<file path="src/logic/adcsp_pkg.sv">
// shared constants and types of the converter serial host port
package adcsp_pkg;

  // ----------------------------------------------------------------
  // word and buffer shape
  // ----------------------------------------------------------------
  localparam int WORD_W = 24;
  localparam int CNT_W = 5;
  localparam logic [CNT_W-1:0] WORD_BITS = 5'h18;
  localparam int FIFO_DEPTH = 32;

  // ----------------------------------------------------------------
  // timing: system clock, nominal master clock, self-clock phases
  // ----------------------------------------------------------------
  localparam int CLK_NS = 50;
  localparam int MCLK_NS = 100;
  localparam int SCK_HI_NS = 100;
  localparam int SCK_LO_NS = 300;
  localparam int DIV_W = 3;
  localparam logic [DIV_W-1:0] SCK_HI_CYC = DIV_W'((SCK_HI_NS + CLK_NS - 1) / CLK_NS);
  localparam logic [DIV_W-1:0] SCK_LO_CYC = DIV_W'((SCK_LO_NS + CLK_NS - 1) / CLK_NS);

  // ----------------------------------------------------------------
  // synchronised pin positions
  // ----------------------------------------------------------------
  localparam int PIN_N = 6;
  localparam int PIN_MODE = 5;
  localparam int PIN_SEL = 4;
  localparam int PIN_RFS = 3;
  localparam int PIN_TFS = 2;
  localparam int PIN_SCK = 1;
  localparam int PIN_DIN = 0;

  // ----------------------------------------------------------------
  // transfer state, Gray along idle-read-done; done-idle flips both bits
  // ----------------------------------------------------------------
  typedef enum logic [1:0] {
    ST_IDLE = 2'h0,
    ST_READ = 2'h1,
    ST_DONE = 2'h3,
    ST_WRITE = 2'h2
  } adcsp_state_t;

  // word written by the host, with its target
  typedef struct packed {
    logic to_data_cal;
    logic [WORD_W-1:0] word;
  } adcsp_wr_t;

endpackage

</file>
<file path="src/logic/adcsp_fifo.sv">
// result buffer between the converter core and the serial port
`timescale 1ns/10ps
`default_nettype none
module adcsp_fifo #(
  parameter int WIDTH = 24,
  parameter int DEPTH = 32
) (
  input wire logic clk,
  input wire logic rst_n,
  input wire logic in_valid,
  output logic in_ready,
  input wire logic [WIDTH-1:0] in_data,
  output logic out_valid,
  input wire logic out_ready,
  output logic [WIDTH-1:0] out_data
);
  localparam int AW = $clog2(DEPTH);

  logic [WIDTH-1:0] mem [DEPTH];
  logic [AW:0] wr_ptr, rd_ptr, next_wr_ptr, next_rd_ptr;
  logic push, pop;

  // ----------------------------------------------------------------
  // flags: extra pointer bit tells full from empty
  // ----------------------------------------------------------------
  assign in_ready = (wr_ptr[AW] == rd_ptr[AW]) || (wr_ptr[AW-1:0] != rd_ptr[AW-1:0]);
  assign out_valid = (wr_ptr != rd_ptr);
  assign out_data = mem[rd_ptr[AW-1:0]];
  assign push = in_valid && in_ready;
  assign pop = out_valid && out_ready;

  // pointer next values
  always_comb begin
    next_wr_ptr = push ? wr_ptr + 1'b1 : wr_ptr;
    next_rd_ptr = pop ? rd_ptr + 1'b1 : rd_ptr;
  end

  always_ff @(posedge clk or negedge rst_n) begin
    if (!rst_n) begin
      wr_ptr <= '0;
      rd_ptr <= '0;
    end else begin
      wr_ptr <= next_wr_ptr;
      rd_ptr <= next_rd_ptr;
    end
  end

  // storage has no reset; only written entries are ever read
  always_ff @(posedge clk) begin
    if (push) begin
      mem[wr_ptr[AW-1:0]] <= in_data;
    end
  end
endmodule
`default_nettype wire

</file>
<file path="src/logic/adcsp_port.sv">
// serial host port with self and external clocking and register select
// What this block does
// - clocking select high: self-clocking, device drives the serial clock pin
// - self-clocking: serial clock toggles only after a strobe goes low
// - self-clocking: clock pin released when strobe rises or word completes
// - clocking select low: serial clock pin is only an input
// - external clocking: continuous or gated host clock both accepted
// - register select low: transfers address the control register
// - register select high: transfers address data or calibration registers
// - after a result word is read, result ready goes high on a falling edge
`timescale 1ns/10ps
`default_nettype none
module adcsp_port import adcsp_pkg::*; (
  input wire logic clk,
  input wire logic rst_n,
  input wire logic clock_select,
  input wire logic register_select,
  input wire logic receive_frame_strobe_n,
  input wire logic transmit_frame_strobe_n,
  input wire logic sclk_in,
  output logic sclk_out,
  output logic sclk_oe_n,
  input wire logic sdata_in,
  output logic sdata_out,
  output logic sdata_oe_n,
  output logic result_ready_n,
  input wire logic res_valid,
  output logic res_ready,
  input wire logic [WORD_W-1:0] res_word,
  input wire logic [WORD_W-1:0] ctrl_word,
  output logic wr_valid,
  output adcsp_wr_t wr
);

  // ----------------------------------------------------------------
  // reset release and pin synchronisers
  // ----------------------------------------------------------------
  logic [1:0] rst_q;
  logic rst_sync_n;
  logic [PIN_N-1:0] pins_raw, sync1, sync2;

  always_ff @(posedge clk or negedge rst_n) begin
    if (!rst_n) begin
      rst_q <= 2'h0;
    end else begin
      rst_q <= {rst_q[0], 1'b1};
    end
  end
  assign rst_sync_n = rst_q[1];

  assign pins_raw = {clock_select, register_select, receive_frame_strobe_n,
                     transmit_frame_strobe_n, sclk_in, sdata_in};

  // strobes idle high so the reset value does not start a frame
  genvar gi;
  generate
    for (gi = 0; gi < PIN_N; gi++) begin : g_sync
      always_ff @(posedge clk or negedge rst_sync_n) begin
        if (!rst_sync_n) begin
          sync1[gi] <= 1'b1;
          sync2[gi] <= 1'b1;
        end else begin
          sync1[gi] <= pins_raw[gi];
          sync2[gi] <= sync1[gi];
        end
      end
    end
  endgenerate

  logic mode_self, sel, rfs_n_s, tfs_n_s, sck_ext, din;
  assign mode_self = sync2[PIN_MODE];
  assign sel = sync2[PIN_SEL];
  assign rfs_n_s = sync2[PIN_RFS];
  assign tfs_n_s = sync2[PIN_TFS];
  assign sck_ext = sync2[PIN_SCK];
  assign din = sync2[PIN_DIN];

  // ----------------------------------------------------------------
  // result buffer
  // ----------------------------------------------------------------
  logic fifo_valid, res_pop;
  logic [WORD_W-1:0] fifo_word;

  adcsp_fifo #(.WIDTH(WORD_W), .DEPTH(FIFO_DEPTH)) u_fifo (
    .clk(clk),
    .rst_n(rst_sync_n),
    .in_valid(res_valid),
    .in_ready(res_ready),
    .in_data(res_word),
    .out_valid(fifo_valid),
    .out_ready(res_pop),
    .out_data(fifo_word)
  );

  // ----------------------------------------------------------------
  // transfer engine
  // ----------------------------------------------------------------
  adcsp_state_t state, next_state;
  logic [WORD_W-1:0] shreg, next_shreg;
  logic [CNT_W-1:0] cnt, next_cnt;
  logic [DIV_W-1:0] div, next_div;
  logic int_sck, next_int_sck, sck_prev, sck_lvl, sck_rise, sck_fall;
  logic sel_frame, next_sel_frame, next_sdata_out, next_ready_n;
  logic next_wr_valid, active, word_done;
  adcsp_wr_t next_wr;

  // one edge detector serves both clocking modes
  assign sck_lvl = mode_self ? int_sck : sck_ext;
  assign sck_rise = sck_lvl && !sck_prev;
  assign sck_fall = !sck_lvl && sck_prev;
  assign active = (state == ST_READ) || (state == ST_WRITE);
  assign word_done = (state == ST_READ) && sck_fall && (cnt == WORD_BITS);
  assign res_pop = word_done && sel_frame && fifo_valid;

  // next values; edges only advance the count, so gated clocks just pause
  always_comb begin
    next_state = state;
    next_shreg = shreg;
    next_cnt = cnt;
    next_div = div;
    next_int_sck = int_sck;
    next_sel_frame = sel_frame;
    next_sdata_out = sdata_out;
    next_wr_valid = 1'b0;
    next_wr = wr;
    // a pop forces one high cycle, so the host sees every word consumed
    next_ready_n = !fifo_valid || res_pop;
    case (state)
      ST_IDLE: begin
        next_int_sck = 1'b1;
        next_div = '0;
        next_cnt = '0;
        next_sel_frame = sel;
        if (!rfs_n_s) begin
          // data register when selected, else control register
          next_shreg = sel ? (fifo_valid ? fifo_word : '0) : ctrl_word;
          next_sdata_out = next_shreg[WORD_W-1];
          next_state = ST_READ;
        end else if (!tfs_n_s) begin
          next_state = ST_WRITE;
        end
      end
      ST_READ, ST_WRITE: begin
        // self clock: high and low phases from a small divider
        if (mode_self) begin
          if (div == '0) begin
            next_int_sck = !int_sck;
            next_div = int_sck ? SCK_LO_CYC - 1'b1 : SCK_HI_CYC - 1'b1;
          end else begin
            next_div = div - 1'b1;
          end
        end
        if (sck_rise) begin
          next_cnt = cnt + 1'b1;
          if (state == ST_WRITE) begin
            next_shreg = {shreg[WORD_W-2:0], din};
            if (next_cnt == WORD_BITS) begin
              next_wr_valid = 1'b1;
              next_wr.word = next_shreg;
              next_wr.to_data_cal = sel_frame;
              next_state = ST_DONE;
            end
          end
        end
        if (sck_fall && state == ST_READ && cnt != '0) begin
          if (cnt == WORD_BITS) begin
            next_state = ST_DONE;
          end else begin
            next_shreg = {shreg[WORD_W-2:0], 1'b0};
            next_sdata_out = shreg[WORD_W-2];
          end
        end
        // a strobe rising early abandons the word
        if ((state == ST_READ && rfs_n_s) || (state == ST_WRITE && tfs_n_s)) begin
          next_state = ST_IDLE;
          next_int_sck = 1'b1;
        end
      end
      ST_DONE: begin
        next_int_sck = 1'b1;
        if (rfs_n_s && tfs_n_s) begin
          next_state = ST_IDLE;
        end
      end
      default: begin
        next_state = ST_IDLE;
      end
    endcase
  end

  always_ff @(posedge clk or negedge rst_sync_n) begin
    if (!rst_sync_n) begin
      state <= ST_IDLE;
      shreg <= '0;
      cnt <= '0;
      div <= '0;
      int_sck <= 1'b1;
      sck_prev <= 1'b1;
      sel_frame <= 1'b0;
      sdata_out <= 1'b0;
      result_ready_n <= 1'b1;
      wr_valid <= 1'b0;
      wr <= '0;
    end else begin
      state <= next_state;
      shreg <= next_shreg;
      cnt <= next_cnt;
      div <= next_div;
      int_sck <= next_int_sck;
      sck_prev <= sck_lvl;
      sel_frame <= next_sel_frame;
      sdata_out <= next_sdata_out;
      result_ready_n <= next_ready_n;
      wr_valid <= next_wr_valid;
      wr <= next_wr;
    end
  end

  // pin drivers: clock driven only in self mode while a word is moving
  assign sclk_out = int_sck;
  assign sclk_oe_n = !(mode_self && active);
  assign sdata_oe_n = (state != ST_READ);
endmodule
`default_nettype wire

</file>
<file path="config.mk">
export PLATFORM = sky130hd
export DESIGN_NAME = adcsp_port
export DESIGN_NICKNAME = d
export VERILOG_FILES = /design/src/logic/adcsp_pkg.sv /design/src/logic/adcsp_fifo.sv /design/src/logic/adcsp_port.sv
export SDC_FILE = /design/constraint.sdc
export NUM_CORES = 1
export LEC_CHECK = 0
export BUFFER_PORTS_ARGS = -buffer_cell sky130_fd_sc_hd__buf_2
export CORE_ASPECT_RATIO = 1.4
export CORE_MARGIN = 3
export CORE_UTILIZATION = 50
export DETAILED_ROUTE_END_ITERATION = 10
export PLACE_DENSITY = 0.65
export SYNTH_ARGS = -nofsm -noshare
export SYNTH_HDL_FRONTEND = slang
export SYNTH_HIERARCHICAL = 1
export SYNTH_SLANG_ARGS = --single-unit
</file>
<file path="constraint.sdc">
create_clock -name clk -period 2.89 [get_ports clk]
set_input_delay 0 -clock clk [delete_from_list [all_inputs] [get_ports clk]]
set_output_delay 0 -clock clk [all_outputs]
set_load 0.02 [all_outputs]
</file>
==> reports/results.ini <==
[place]
gp_congestion=0.8177
port_buffers=88
dpl.hpwl_um=50250
placedCellCount=2555

[clocking]
clk_pin_slew_ps=60
cts_htree_levels=3
root_buffer=clkbuf_16
cts_tree=yes
cts_buffer_depth=3
numCtsBuffers=78
insertion_delay_ps=640
clock_sinks=858

[sta]
rsz0062_at_grt=false
setup_tns_ps=0
hold_viol=0
slew_violations=0
skew_ps=22.52
min_period_ps=2773
timing.final.crit_share=0.9596
setup_viol=0
tightest_slew_ps=854.1
slew-limit-headroom=0.4254
max_freq_mhz=360.6

[floorplan]
fp.coreArea_um2=65690
die_w_um=224.2
die_area_um2=69820
rows=111
start_util=0.5072
io_pins=89
fp.dieH_um=311.4

[pwr]
irDropWorstVdd_mv=0.4939
p_int_uw=21440
clkPwrFrac=0.356
switching_share=0.2476
power_density_nw_per_um2=724.5
p_switching_uw=7056
seq_power_share=0.528
combPwrFrac=0.115
leakagePower_uw=0.01302

[hold_path]
hold_path_class=input pin to flop

[worst_setup_path]
cp.arrival_ps=3280
crit_chain=buf_12 > mux4_2 > o22ai_1 > nor4_1 > buf_4 > a31oi_1 > o2bb2ai_1 > a221o_1
cp_slowest_cell=dfrtp_4
path_max_fanout=24
worstSetupPathType=flop to flop
end_kind=flop
cp-start-kind=flop
slowest_delay_ps=670
crit_required_ps=3390

[final_layout]
fillers=4610
regArea_um2=25340
fin_cells=2756
area_delta_synth_final_pct=18.06
drive_gt1_frac=0.3227
n_antenna_cell=0
multiInputGateArea_um2=7629
fin_nets=1913

[grt]
grt_max_degree=51
grt_pass1_vias=17870
grt.total_usage=0.2421
antenna_found_initial=1
grt_pass1_wl_um=122100
grt_overflow=0

[synth]
synth_largest_area_cell=edfxtp_1
syn_area_um2=33320
synth-seq-cells=858
netlist_top_cells_area=edfxtp_1 (69%), mux4_2 (13%), dfrtp_1 (5.6%)
ys_warn_count=6
synth_edf_count=768
netlist_instances=1590
synth.top_cell.area_share=0.6921
ys_seq_area_frac=0.7603
syn_nets=1658
yosysUniqueCellTypes=60
synth_top_flop_cell=edfxtp_1
synth.avg_cell_area_um2=20.96
async_flop_share=0.1049

[outcome]
outcome=complete, no violations

[routing]
num_vias=17240
drt_first_iter_violations=1728
route.detailed.drc=0
vias_per_cell=6.255
drt-pass1-iter-count=5
drt_wl_total_um=83190
antenna_left=0
wire_per_inst_um=30.19

[job]
maxCapViolations=0

## metal layers
layer / part of all wire / vias up / global-route usage
met5: 0 / - / 0
met3: 0.061 / 158 / 0.03383
met1: 0.37 / 9231 / 0.3087
met2: 0.53 / 675 / 0.4277
met4: 0.035 / 0 / 0.08500
li1: - / 7174 / -
## synth_stat cells, drive strengths merged (15+ instances only)
master / count
a221o: 21
edfxtp: 768
clkbuf: 40
buf: 52
o22ai: 101
a31oi: 21
nor2b: 23
nor4: 24
dfrtp: 75
nor2: 53
nand2: 29
mux2: 30
dfstp: 15
mux4: 192
o2bb2ai: 19
inv: 15
## final timing paths
path | startpoint | to | slack [ps] | cells past startpoint
hold reg to reg | rst_q[1] | cnt[3] | 360 | 0
max in group asynchronous | rst_q[1] | sync1[4] | 1760 | 1
setup / recovery | u_fifo/rd_ptr[0] | shreg[19] | 120 | 8
hold / removal | receive_frame_strobe_n | sync1[3] | 30 | 2
setup reg to reg | u_fifo/rd_ptr[0] | shreg[19] | 120 | 8
min in group asynchronous | rst_n | rst_q[1] | 220 | 3
## timing repair
action | in CTS | in global routing
setup buffers | 0 | 0
endpoints found under the hold margin | 800 | 0
hold buffers | 57 | 0
gates resized for setup | 0 | 1
endpoints found under the setup margin | 0 | 1
## kinds of logic (layout without fill, tap and decap cells)
family / after synthesis / in the layout / share of synthesized area
AOI/OAI and AO/OA: 194 / 194 / 0.04123
xor gates and xnor gates: 19 / 19 / 0.004994
adders and majority gates: 11 / 11 / 0.004130
buffers and inverters: 107 / 426 / 0.01817
DFF: 858 / 858 / 0.7603
muxes: 229 / 229 / 0.1443
other: 1 / 1 / 0.0001125
and+or+nand+nor: 171 / 171 / 0.02681
## final cells by class
type                       count  area share
multi-input combinational    625      0.1939
clock buffer                  93     0.05194
sequential                   858      0.6443
tap                          847     0.02694
clock inverter                51     0.01218
timing repair buffer         267     0.06934
inverter                      15    0.001431
## worst max-delay path: cells and delay by family, from the launching register on
kind	cells	cell delay (ps)
compound gates	4	800
simple gates	1	120
flops	1	670
mux	1	570
buf+inv	2	450
## sequential cells by signal, summed over array words and instances, names as in the netlist
name / count
tfs_n_s: 1
rfs_n_s: 1
sclk_out: 1
u_fifo/mem: 768
sel_frame: 1
rst_q: 2
mode_self: 1
sck_ext: 1
cnt: 5
sync1: 6
sel: 1
result_ready_n: 1
sdata_out: 1
state: 2
shreg: 23
u_fifo/rd_ptr: 6
u_fifo/wr_ptr: 6
wr: 25
wr_valid: 1
div: 3
sck_prev: 1
din: 1
## layout by cell type (no fill, tap or decap), types with 23 or more instances in the layout
master and count:
clkbuf_16 79, buf_4 58, nor2b_1 23, dfrtp_1 72
o22ai_1 101, nor4_1 23, nor2_4 32, dlygate4sd3_1 57
nand2_1 24, buf_2 88, mux4_2 192, edfxtp_1 768
buf_12 64
## power groups by stage
stage	Combinational [µW]	Sequential (µW)	Clock, µW
final	3290	15100	10200
after global routing	3520	15100	10800
after CTS	3300	15100	10300
after detailed placement	3230	15300	0
after global placement	3130	15300	0
after floorplan	1770	15100	0
## stage by stage
| stage | hold WS (ps) | util | total power [µW] | setup WS [ps] | area, µm² |
|---|---|---|---|---|---|
| after floorplan | -295.6 | - | 16870 | 131.8 | 33320 |
| after global placement | -216.2 | 0.5517 | 18390 | 126.4 | 36240 |
| after detailed placement | -214.5 | 0.5517 | 18530 | 117.5 | 36240 |
| after CTS | 2.082 | 0.5987 | 28690 | 99.65 | 39330 |
| after global routing | 24.06 | 0.5988 | 29480 | 21.95 | 39340 |
| final | 33.58 | 0.5988 | 28500 | 116.7 | 39340 |
Power figures use the tool's default switching activity.
